`src/rtl/t1co_pkg.sv`:
```
// Package with register map, field positions and types for the timer-one clock output block
package t1co_pkg;

   // ------------------------------------------------------------------
   // Register bus widths
   // ------------------------------------------------------------------
   localparam int ADDR_W = 8;                      // Register address width
   localparam int DATA_W = 8;                      // Register data width

   // ------------------------------------------------------------------
   // Register offsets
   // ------------------------------------------------------------------
   localparam logic [7:0] ADDR_MODE_CTRL  = 8'h89; // Timer-one run, source, mode, flag
   localparam logic [7:0] ADDR_COUNT_LOW  = 8'h8a; // Count low byte / reload low byte
   localparam logic [7:0] ADDR_COUNT_HIGH = 8'h8b; // Count high byte / reload high byte
   localparam logic [7:0] ADDR_AUX_CTRL   = 8'h8e; // Auxiliary control
   localparam logic [7:0] ADDR_CLKO_CTRL  = 8'h8f; // Interrupt enables and clock output control

   // ------------------------------------------------------------------
   // Field positions
   // ------------------------------------------------------------------
   localparam int BIT_TIMER0_CLKO  = 0;            // Timer-zero clock output enable
   localparam int BIT_TIMER1_CLKO  = 1;            // Timer-one clock output enable
   localparam int BIT_TIMER2_CLKO  = 2;            // Timer-two clock output enable
   localparam int BIT_MCLK_DIV_HI  = 3;            // Master clock divider select, high bit
   localparam int BIT_EXT_INT_TWO  = 4;            // External interrupt two enable
   localparam int BIT_EXT_INT_THR  = 5;            // External interrupt three enable
   localparam int BIT_EXT_INT_FOUR = 6;            // External interrupt four enable
   localparam int BIT_NO_PRESCALE  = 6;            // Aux control: timer one counts every clock
   localparam int BIT_RUN          = 0;            // Mode control: timer runs
   localparam int BIT_EXT_SOURCE   = 1;            // Mode control: count external pulses
   localparam int BIT_MODE_8BIT    = 2;            // Mode control: 8-bit auto-reload
   localparam int BIT_OVF_FLAG     = 7;            // Mode control: sticky overflow flag

   // ------------------------------------------------------------------
   // Reset values and masks
   // ------------------------------------------------------------------
   localparam logic [7:0] RST_CLKO_CTRL = 8'h00;   // Clock output control after reset
   localparam logic [7:0] RST_AUX_CTRL  = 8'h00;   // Aux control after reset
   localparam logic [7:0] MASK_CLKO     = 8'h7f;   // Top bit of clock output control reserved
   localparam logic [7:0] MASK_AUX      = 8'h40;   // Only the prescale bit is implemented
   localparam logic [7:0] BYTE_ZERO     = 8'h00;   // Idle read data
   localparam logic [7:0] BYTE_ONES     = 8'hff;   // Byte at its overflow point
   localparam logic [15:0] WORD_ZERO    = 16'h0000; // Counter reset value
   localparam logic [15:0] WORD_ONES    = 16'hffff; // Word at its overflow point

   // ------------------------------------------------------------------
   // Prescaler
   // ------------------------------------------------------------------
   localparam int PRESCALE_DIV = 12;               // Internal clock divided by twelve
   localparam logic [3:0] PRESCALE_LAST = 4'(PRESCALE_DIV - 1); // Last prescaler state
   localparam logic [3:0] PRESCALE_ZERO = 4'h0;    // Prescaler start state

   // ------------------------------------------------------------------
   // Timer configuration carrier
   // ------------------------------------------------------------------
   typedef struct packed {
      logic run;                                   // Timer counts when set
      logic ext_source;                            // Count external pin instead of clock
      logic mode_8bit;                             // 8-bit auto-reload instead of 16-bit
   } t1co_cfg_t;

endpackage : t1co_pkg

```
`src/rtl/t1co_top.sv`:
```
// Timer-one counter with programmable clock output on the shared port pin
`timescale 1ns/10ps
module t1co_top
   import t1co_pkg::*;
(
   input  wire logic              CLK_I,       // 10 MHz system clock
   input  wire logic              SYS_RST_I,   // Asynchronous reset, active high
   input  wire logic [ADDR_W-1:0] ADDR_I,      // Register address
   input  wire logic [DATA_W-1:0] WDATA_I,     // Register write data
   input  wire logic              WR_I,        // Write strobe
   input  wire logic              RD_I,        // Read strobe
   output logic      [DATA_W-1:0] RDATA_O,     // Read data, cycle after strobe
   input  wire logic              EXT_PULSE_I, // External count pin
   input  wire logic              CLKO_PIN_I,  // Shared pin level, input side
   output logic                   CLKO_PIN_O,  // Shared pin drive level
   output logic                   CLKO_PIN_OE_N_O, // Shared pin enable, low drives
   output logic                   TIMER0_IN_O  // Pin level for timer zero when not claimed
);

   // ------------------------------------------------------------------
   // Declarations
   // ------------------------------------------------------------------
   logic [7:0]  clko_ctrl;          // Interrupt enables and clock output control
   logic [7:0]  next_clko_ctrl;     // Next clock output control
   logic [7:0]  aux_ctrl;           // Auxiliary control
   logic [7:0]  next_aux_ctrl;      // Next auxiliary control
   t1co_cfg_t   cfg;                // Timer configuration
   t1co_cfg_t   next_cfg;           // Next timer configuration
   logic        ovf_flag;           // Sticky overflow flag
   logic        next_ovf_flag;      // Next overflow flag
   logic [7:0]  reload_low_byte;    // Hidden reload, low byte
   logic [7:0]  next_reload_low;    // Next reload low
   logic [7:0]  reload_high_byte;   // Hidden reload, high byte
   logic [7:0]  next_reload_high;   // Next reload high
   logic [15:0] count;              // Count, high byte above low byte
   logic [15:0] next_count;         // Next count
   logic [3:0]  prescale;           // Divide-by-twelve state
   logic [3:0]  next_prescale;      // Next prescale state
   logic        clk_out;            // Output toggle flip-flop
   logic        next_clk_out;       // Next toggle state
   logic [DATA_W-1:0] next_rdata;   // Next read data
   logic        ext_s1;             // Pin synchroniser, first stage
   logic        ext_s2;             // Pin synchroniser, second stage
   logic        ext_s3;             // Edge detector history
   logic        pin_s1;             // Shared pin synchroniser, first stage
   logic        pin_s2;             // Shared pin synchroniser, second stage
   logic        tick;               // One counted event this cycle
   logic        ovf;                // Timer overflow this cycle
   logic        clko_en;            // Timer-one clock output enabled
   logic        no_prescale;        // Count every clock
   logic        wr_mode;            // Write to mode control
   logic        wr_low;             // Write to count low byte
   logic        wr_high;            // Write to count high byte

   // ------------------------------------------------------------------
   // Decode
   // ------------------------------------------------------------------
   assign clko_en     = clko_ctrl[BIT_TIMER1_CLKO];
   assign no_prescale = aux_ctrl[BIT_NO_PRESCALE];
   assign wr_mode     = WR_I && (ADDR_I == ADDR_MODE_CTRL);
   assign wr_low      = WR_I && (ADDR_I == ADDR_COUNT_LOW);
   assign wr_high     = WR_I && (ADDR_I == ADDR_COUNT_HIGH);

   // ------------------------------------------------------------------
   // Pin synchronisers
   // ------------------------------------------------------------------

   // External pins come from outside the clock domain
   always_ff @(posedge CLK_I or posedge SYS_RST_I) begin
      if (SYS_RST_I) begin
         ext_s1 <= 1'b0;
         ext_s2 <= 1'b0;
         ext_s3 <= 1'b0;
         pin_s1 <= 1'b0;
         pin_s2 <= 1'b0;
      end else begin
         ext_s1 <= EXT_PULSE_I;
         ext_s2 <= ext_s1;
         ext_s3 <= ext_s2;
         pin_s1 <= CLKO_PIN_I;
         pin_s2 <= pin_s1;
      end
   end

   // ------------------------------------------------------------------
   // Count event selection
   // ------------------------------------------------------------------

   // One event per cycle at most; a stopped timer sees none
   always_comb begin
      tick = 1'b0;
      if (!cfg.run) begin
         tick = 1'b0;
      end else if (cfg.ext_source) begin
         // Falling edge on the pin, no fixed prescale
         tick = ext_s3 && !ext_s2;
      end else if (no_prescale) begin
         tick = 1'b1;
      end else begin
         tick = (prescale == PRESCALE_LAST);
      end
   end

   // Overflow point depends on the reload mode
   always_comb begin
      if (cfg.mode_8bit) begin
         ovf = tick && (count[7:0] == BYTE_ONES);
      end else begin
         ovf = tick && (count == WORD_ONES);
      end
   end

   // ------------------------------------------------------------------
   // Register file next state
   // ------------------------------------------------------------------

   // Software writes; hardware sets the flag
   always_comb begin
      next_clko_ctrl   = clko_ctrl;
      next_aux_ctrl    = aux_ctrl;
      next_cfg         = cfg;
      next_reload_low  = reload_low_byte;
      next_reload_high = reload_high_byte;
      next_ovf_flag    = ovf_flag;
      if (WR_I) begin
         if (ADDR_I == ADDR_CLKO_CTRL) begin
            next_clko_ctrl = WDATA_I & MASK_CLKO;
         end else if (ADDR_I == ADDR_AUX_CTRL) begin
            next_aux_ctrl = WDATA_I & MASK_AUX;
         end else if (ADDR_I == ADDR_MODE_CTRL) begin
            // Mode choice is left to software
            next_cfg.run        = WDATA_I[BIT_RUN];
            next_cfg.ext_source = WDATA_I[BIT_EXT_SOURCE];
            next_cfg.mode_8bit  = WDATA_I[BIT_MODE_8BIT];
            if (WDATA_I[BIT_OVF_FLAG]) begin
               next_ovf_flag = 1'b0; // Write one clears
            end
         end else if (ADDR_I == ADDR_COUNT_LOW) begin
            next_reload_low = WDATA_I;
         end else if (ADDR_I == ADDR_COUNT_HIGH) begin
            next_reload_high = WDATA_I;
         end
      end
      // A set in the clearing cycle is not lost
      if (ovf) begin
         next_ovf_flag = 1'b1;
      end
   end

   // Register file storage
   always_ff @(posedge CLK_I or posedge SYS_RST_I) begin
      if (SYS_RST_I) begin
         clko_ctrl        <= RST_CLKO_CTRL;
         aux_ctrl         <= RST_AUX_CTRL;
         cfg              <= '0;
         reload_low_byte  <= BYTE_ZERO;
         reload_high_byte <= BYTE_ZERO;
         ovf_flag         <= 1'b0;
      end else begin
         clko_ctrl        <= next_clko_ctrl;
         aux_ctrl         <= next_aux_ctrl;
         cfg              <= next_cfg;
         reload_low_byte  <= next_reload_low;
         reload_high_byte <= next_reload_high;
         ovf_flag         <= next_ovf_flag;
      end
   end

   // ------------------------------------------------------------------
   // Timer next state
   // ------------------------------------------------------------------

   // Prescaler runs only while it is the selected source
   always_comb begin
      next_prescale = prescale;
      if (!cfg.run || cfg.ext_source || no_prescale) begin
         next_prescale = PRESCALE_ZERO;
      end else if (prescale == PRESCALE_LAST) begin
         next_prescale = PRESCALE_ZERO;
      end else begin
         next_prescale = prescale + 4'h1;
      end
   end

   // Counter with auto-reload; a stopped timer takes writes directly
   always_comb begin
      next_count = count;
      if (cfg.mode_8bit) begin
         if (ovf) begin
            next_count[7:0] = count[15:8];
         end else if (tick) begin
            next_count[7:0] = count[7:0] + 8'h01;
         end
         // In 8-bit mode the high byte is the reload and always writable
         if (wr_high) begin
            next_count[15:8] = WDATA_I;
         end
         if (wr_low && !cfg.run) begin
            next_count[7:0] = WDATA_I;
         end
      end else begin
         if (ovf) begin
            next_count = {reload_high_byte, reload_low_byte};
         end else if (tick) begin
            next_count = count + 16'h0001;
         end
         // While running, writes only reach the hidden reload
         if (wr_low && !cfg.run) begin
            next_count[7:0] = WDATA_I;
         end
         if (wr_high && !cfg.run) begin
            next_count[15:8] = WDATA_I;
         end
      end
   end

   // Output toggles once per overflow, holds while disabled
   always_comb begin
      next_clk_out = clk_out;
      if (clko_en && ovf) begin
         next_clk_out = !clk_out;
      end
   end

   // Timer storage
   always_ff @(posedge CLK_I or posedge SYS_RST_I) begin
      if (SYS_RST_I) begin
         prescale <= PRESCALE_ZERO;
         count    <= WORD_ZERO;
         clk_out  <= 1'b0;
      end else begin
         prescale <= next_prescale;
         count    <= next_count;
         clk_out  <= next_clk_out;
      end
   end

   // ------------------------------------------------------------------
   // Read path
   // ------------------------------------------------------------------

   // Data stands only in the cycle after the strobe
   always_comb begin
      next_rdata = BYTE_ZERO;
      if (RD_I) begin
         if (ADDR_I == ADDR_CLKO_CTRL) begin
            next_rdata = clko_ctrl;
         end else if (ADDR_I == ADDR_AUX_CTRL) begin
            next_rdata = aux_ctrl;
         end else if (ADDR_I == ADDR_MODE_CTRL) begin
            next_rdata = {ovf_flag, 4'h0, cfg.mode_8bit, cfg.ext_source, cfg.run};
         end else if (ADDR_I == ADDR_COUNT_LOW) begin
            next_rdata = count[7:0];
         end else if (ADDR_I == ADDR_COUNT_HIGH) begin
            next_rdata = count[15:8];
         end else begin
            next_rdata = BYTE_ZERO; // Unmapped reads as zero
         end
      end
   end

   // Read data register
   always_ff @(posedge CLK_I or posedge SYS_RST_I) begin
      if (SYS_RST_I) begin
         RDATA_O <= BYTE_ZERO;
      end else begin
         RDATA_O <= next_rdata;
      end
   end

   // ------------------------------------------------------------------
   // Pin sharing
   // ------------------------------------------------------------------

   // Enable claims the pin; timer zero then sees a quiet low input
   assign CLKO_PIN_O      = clk_out;
   assign CLKO_PIN_OE_N_O = !clko_en;
   assign TIMER0_IN_O     = clko_en ? 1'b0 : pin_s2;
endmodule // t1co_top

```
`config.mk`:
```
export PLATFORM = sky130hd
export DESIGN_NAME = t1co_top
export DESIGN_NICKNAME = d
export VERILOG_FILES = /design/src/rtl/t1co_pkg.sv /design/src/rtl/t1co_top.sv
export SDC_FILE = /design/constraint.sdc
export NUM_CORES = 1
export LEC_CHECK = 0
export BUFFER_PORTS_ARGS = -buffer_cell sky130_fd_sc_hd__buf_2
export CAP_MARGIN = 15
export CORE_MARGIN = 2
export CORE_UTILIZATION = 40
export DETAILED_ROUTE_END_ITERATION = 8
export GPL_TIMING_DRIVEN = 0
export HOLD_SLACK_MARGIN = 0.08
export MAX_ROUTING_LAYER = met4
export SKIP_CTS_REPAIR_TIMING = 1
export SLEW_MARGIN = 20
export SYNTH_ARGS = -nofsm -noshare
export SYNTH_HDL_FRONTEND = slang
export SYNTH_SLANG_ARGS = --single-unit
```
`constraint.sdc`:
```
create_clock -name CLK_I -period 6.1 [get_ports CLK_I]
set_clock_uncertainty 0.15 [all_clocks]
set_input_delay 1.22 -clock CLK_I [delete_from_list [all_inputs] [get_ports CLK_I]]
set_output_delay 1.22 -clock CLK_I [all_outputs]
set_load 0.02 [all_outputs]
```
After elaboration in Yosys (flattened, before gate mapping)
Cells that the tools add are included.

word-level totals
  bits in registers = 62
  input port bits = 22
  output and inout bits = 11
  word-level logic and storage cells = 90

cells by class
  add/subtract/negate cells = 3
  equal/unequal tests = 11
  mux-type cells = 28
  bitwise gates (word level) = 4
  reductions and logical operators = 26

operators with widths
  cell                                                             count
  8-bit 2-to-1 mux                                                 12
  8-bit equality test, second input constant                       6
  16-bit 2-to-1 mux                                                3
  16-bit by 1-bit adder with 16-bit output, second input constant  1
  16-bit equality test, second input constant                      1
  1-bit 2-to-1 mux                                                 11
  5-bit AND reduction                                              2
  8-bit by 1-bit adder with 8-bit output, second input constant    1
  1-bit logical AND                                                8
  4-bit 2-to-1 mux                                                 2
  6-bit AND reduction                                              1
  2-bit nonzero test                                               3
  4-bit by 1-bit adder with 4-bit output, second input constant    1
  4-bit equality test, second input constant                       1
  1-bit zero test                                                  4
  2-bit != test, second input constant                             2
  1-bit NOT                                                        4
  2-bit AND reduction                                              2
  4-bit AND reduction                                              1
  4-bit nonzero test                                               1
  3-bit AND reduction                                              1
  3-bit nonzero test                                               1
  1-bit logical OR                                                 2
  2-bit by 1-bit != test with 1-bit output, second input constant  1

Longest topological paths before layout
  depth after elaboration = 9
  depth in mapped cells = 8
  depth with buffers taken out = 6

Worst setup path after synthesis
No wires, ideal clock.

  path type = input -> register
  from = in ADDR_I[5]
  to = reg reload_low_byte[0]
  library setup time = 0.125 ns
  arrival time = 2.832 ns
  required time = 5.825 ns
  setup slack = 2.993 ns
  cell stages on the path = 6
  path through = or4b_1 -> buf_6 -> nor3_4 -> and3b_1 -> buf_6 -> mux2_4

between the ends
  longest elaborated chain between the ends = 3
  elaborated cells on any way between the ends = 8
  classes of those cells = eq/ne (4); bitwise (3); reduce/logical (1)

RTL lines
  what                                           line                                               text
  start, declared                                t1co_top.sv:8                                      input wire logic [ADDR_W-1:0] ADDR_I,
  8-bit equality test, on equally long branches  t1co_top.sv:130, t1co_top.sv:126, t1co_top.sv:128
  1-bit NOT (no source line)                     -
  5-bit AND reduction (no source line) (*)       -
  end signal, assigned                           t1co_top.sv:163                                    reload_low_byte <= next_reload_low;
  end, declared                                  t1co_top.sv:31                                     logic [7:0] reload_low_byte;

Every way passes the cells marked *; elsewhere a longest branch is shown, timed or not.
A chain may end at the register's enable or synchronous reset.

Worst setup path after layout
  from = in ADDR_I[5]
  to = reg count[12]

between the ends
  longest elaborated chain between the ends = 5
  elaborated cells on any way between the ends = 8
  classes of those cells = eq/ne (2); mux (2); reduce/logical (4)

RTL lines
  what                                                                              line             text
  8-bit equality test (*)                                                           t1co_top.sv:62   assign wr_high = WR_I && (ADDR_I == ADDR_COUNT_HIGH);
  1-bit logical AND (*)                                                             t1co_top.sv:62
  1-bit logical AND                                                                 t1co_top.sv:211  if (wr_high && !cfg.run) begin
  4-bit nonzero test (no source line) / 8-bit 2-to-1 mux (equally long branches)    -
  2-bit AND reduction (no source line) / 16-bit 2-to-1 mux (equally long branches)  -
  end signal, assigned                                                              t1co_top.sv:233  count <= next_count;
  end, declared                                                                     t1co_top.sv:35   logic [15:0] count;

Marks and branches as above.

==> impl_metrics.yaml <==
floorplanning:
  chipHeight_um: 94.4
  core_um2: 7810
  die_area_um2: 8920
  rows: 32
  die_x_um: 94.4
  ioPinCount: 33
  start_util_pct: 41.9
global_route:
  grt_max_degree: 37
  antenna_found_initial: 0
  first_global_vias: 2463
  grt.overflow.total: 0
  grt_usage_pct: 19.8
  grt_first_pass_wirelength_mm: 12.8
clocking:
  cts_root_buf: "clkbuf_8"
  cts_sinks: 62
  htreeDepth: 3
  clk_path_buf_depth: 2
  cts_buffers: 9
  path_clk_slew_ns: 0.07
  clk_latency_ns: 0.35
  cts_tree: "yes"
drt:
  ant_nets: 0
  wl_per_cell_um: 17.5
  routed_via_density: 5.68
  totalWireLength_mm: 7.84
  drt-initial-drc-count: 171
  vias: 2539
  route.detailed.drc: 0
  dr.pass1.iters: 5
sta:
  rsz0062_at_grt: "false"
  hold_viol: 0
  timing.hold.ws_ns: 0.202
  setup_ws_ns: 3.03
  setup_viol: 0
  fin_tns_setup_ns: 0
  timing.final.crit_period_ns: 3.07
  max_slew.worst_pin.slew_ns: 0.890
  fin_crit_sh_pct: 50.3
  slew_headroom_pct: 40.6
  slew_violations: 0
  clock.fmax_mhz: 326
logic_synthesis:
  syn_inst: 297
  syn_area_um2: 3270
  synth_edf_count: 0
  synth.top_cell.area_share_pct: 47.4
  syn_nets: 321
  synth_area_leaders: "dfrtp_1 47%, mux2_2 7.9%, mux2_4 3.7%"
  ys_types: 54
  ys_warn_count: 0
  yosysSeqAreaShare_pct: 47.4
  synthArstFlopShare_pct: 100
  synth_most_common_cell: "dfrtp_1"
  yosysTopAreaCell: "dfrtp_1"
  ys.flop_type: "dfrtp_1"
  ys_ff_latch: 62
  syn_avg_cell_area_um2: 11.0
  post_synth_most_frequent_cells: "62 x dfrtp_1, 23 x mux2_2, 16 x nand2_1, 16 x nand3_1"
finish:
  layout-drive-gt1-share_pct: 29.3
  diodes: 0
  nets: 364
  fin_util_pct: 48.5
  area_delta_synth_final_pct: 15.7
worst_setup_path:
  critPathMaxFanout: 10
  crit_type: "in -> reg"
  crit_path_end_kind: "register"
  worstPathRequired_ns: 6.17
  critPathLaunchType: "primary input"
  crit_arrival_ns: 3.14
power:
  ir_drop_mv: 0.120
  p_leak_uw: 0.00173
  powerDensity_nw_per_um2: 272
placement:
  port_buffers: 31
  hpwlAfterDp_mm: 5.71
  gp_congestion: 0.852
  dpl_worst_slack_ns: 2.63
run_status:
  status: "complete, no violations"
run:
  cap_violations: 0
min_path:
  hold_class: "reg -> reg"
-- critical path, cell delays in order --
cell and delay [ns]:
buf_2 0.09, or4b_1 0.54, buf_6 0.17, nor3_4 0.47, a31oi_2 0.31, o21ai_0 0.24, nand4_1 0.10
-- cell type report --
class	count	area [um2]
Tap cell	102	128
Inverter	10	40.0
Timing Repair Buffer	32	175
Sequential cell	62	1550
Fill cell	745	4020
Clock buffer	11	151
Multi-Input combinational cell	212	1600
Clock inverter	5	57.6
Buffer	13	77.6
-- logic make-up after synthesis --
family	after synthesis	synth area share [%]
AOI/OAI and AO/OA	60	13.0
buffers and inverters	23	3.52
muxes	38	13.7
adders and majority gates	2	0.765
DFF	62	47.4
and+or+nand+nor	101	18.6
xor gates and xnor gates	11	2.95
-- registers in the layout (all words and copies together), names as in the netlist, 3 cells and up --
register          flops
RDATA_O               8
prescale              4
count                16
reload_low_byte       8
reload_high_byte      8
cfg                   3
clko_ctrl             7
-- metal layers --
metal  part of all wire, %  up-vias  GRT usage, %  wire, um
met2                    45       83          30.0      3560
met4                   2.3        0          9.06       182
met3                   5.4       14          3.11       420
met1                    47     1256          26.3      3680
met5                     0        -             -         0
li1                      -     1186             -         -
-- power by group --
group / total [uW] / switching, uW / internal (uW)
Combinational: 175 / 105 / 70.3
Sequential: 478 / 36.6 / 442
Clock: 376 / 166 / 210
-- worst paths after layout --
| check | from | endpoint | slack [ns] | cells after the start |
|---|---|---|---|---|
| max | ADDR_I[5] | count[12]$_DFFE_PP0P_ | 3.03 | 7 |
| min | pin_s1$_DFF_PP0_ | pin_s2$_DFF_PP0_ | 0.20 | 0 |
| max reg2reg | count[0]$_DFFE_PP0P_ | count[15]$_DFFE_PP0P_ | 3.43 | 8 |
| min reg2reg | pin_s1$_DFF_PP0_ | pin_s2$_DFF_PP0_ | 0.20 | 0 |
| max in group asynchronous | SYS_RST_I | count[3]$_DFFE_PP0P_ | 4.60 | 3 |
| min in group asynchronous | SYS_RST_I | reload_low_byte[1]$_DFFE_PP0P_ | 0.69 | 2 |
-- metrics by stage --
step | std cells | power, uW | cell area (um2)
after detailed placement | 431 | 658 | 3580
after global placement | 430 | 653 | 3550
after global routing | 447 | 1080 | 3780
after floorplan | 297 | 603 | 3270
after CTS | 447 | 1040 | 3780
final | 447 | 1030 | 3780
-- layout by cell type (no fill, tap or decap), types with 3 or more instances in the layout --
cell	n
xor2_1	5
nor4_1	6
buf_2	32
nor3_1	7
o21ai_1	5
clkbuf_8	11
nor2_1	15
nand4_1	5
a222oi_1	4
mux2i_1	7
buf_4	3
clkinvlp_4	3
mux2_2	23
a22oi_1	15
nor2b_1	5
mux2_4	8
inv_1	9
nand2b_1	4
dfrtp_1	62
xnor2_1	6
o21ai_0	14
clkbuf_1	6
nand2_1	16
and3_1	4
o211ai_1	4
a21boi_0	4
a21oi_1	4
nand3_1	16
Note: power is estimated with default switching activity, not from simulation.
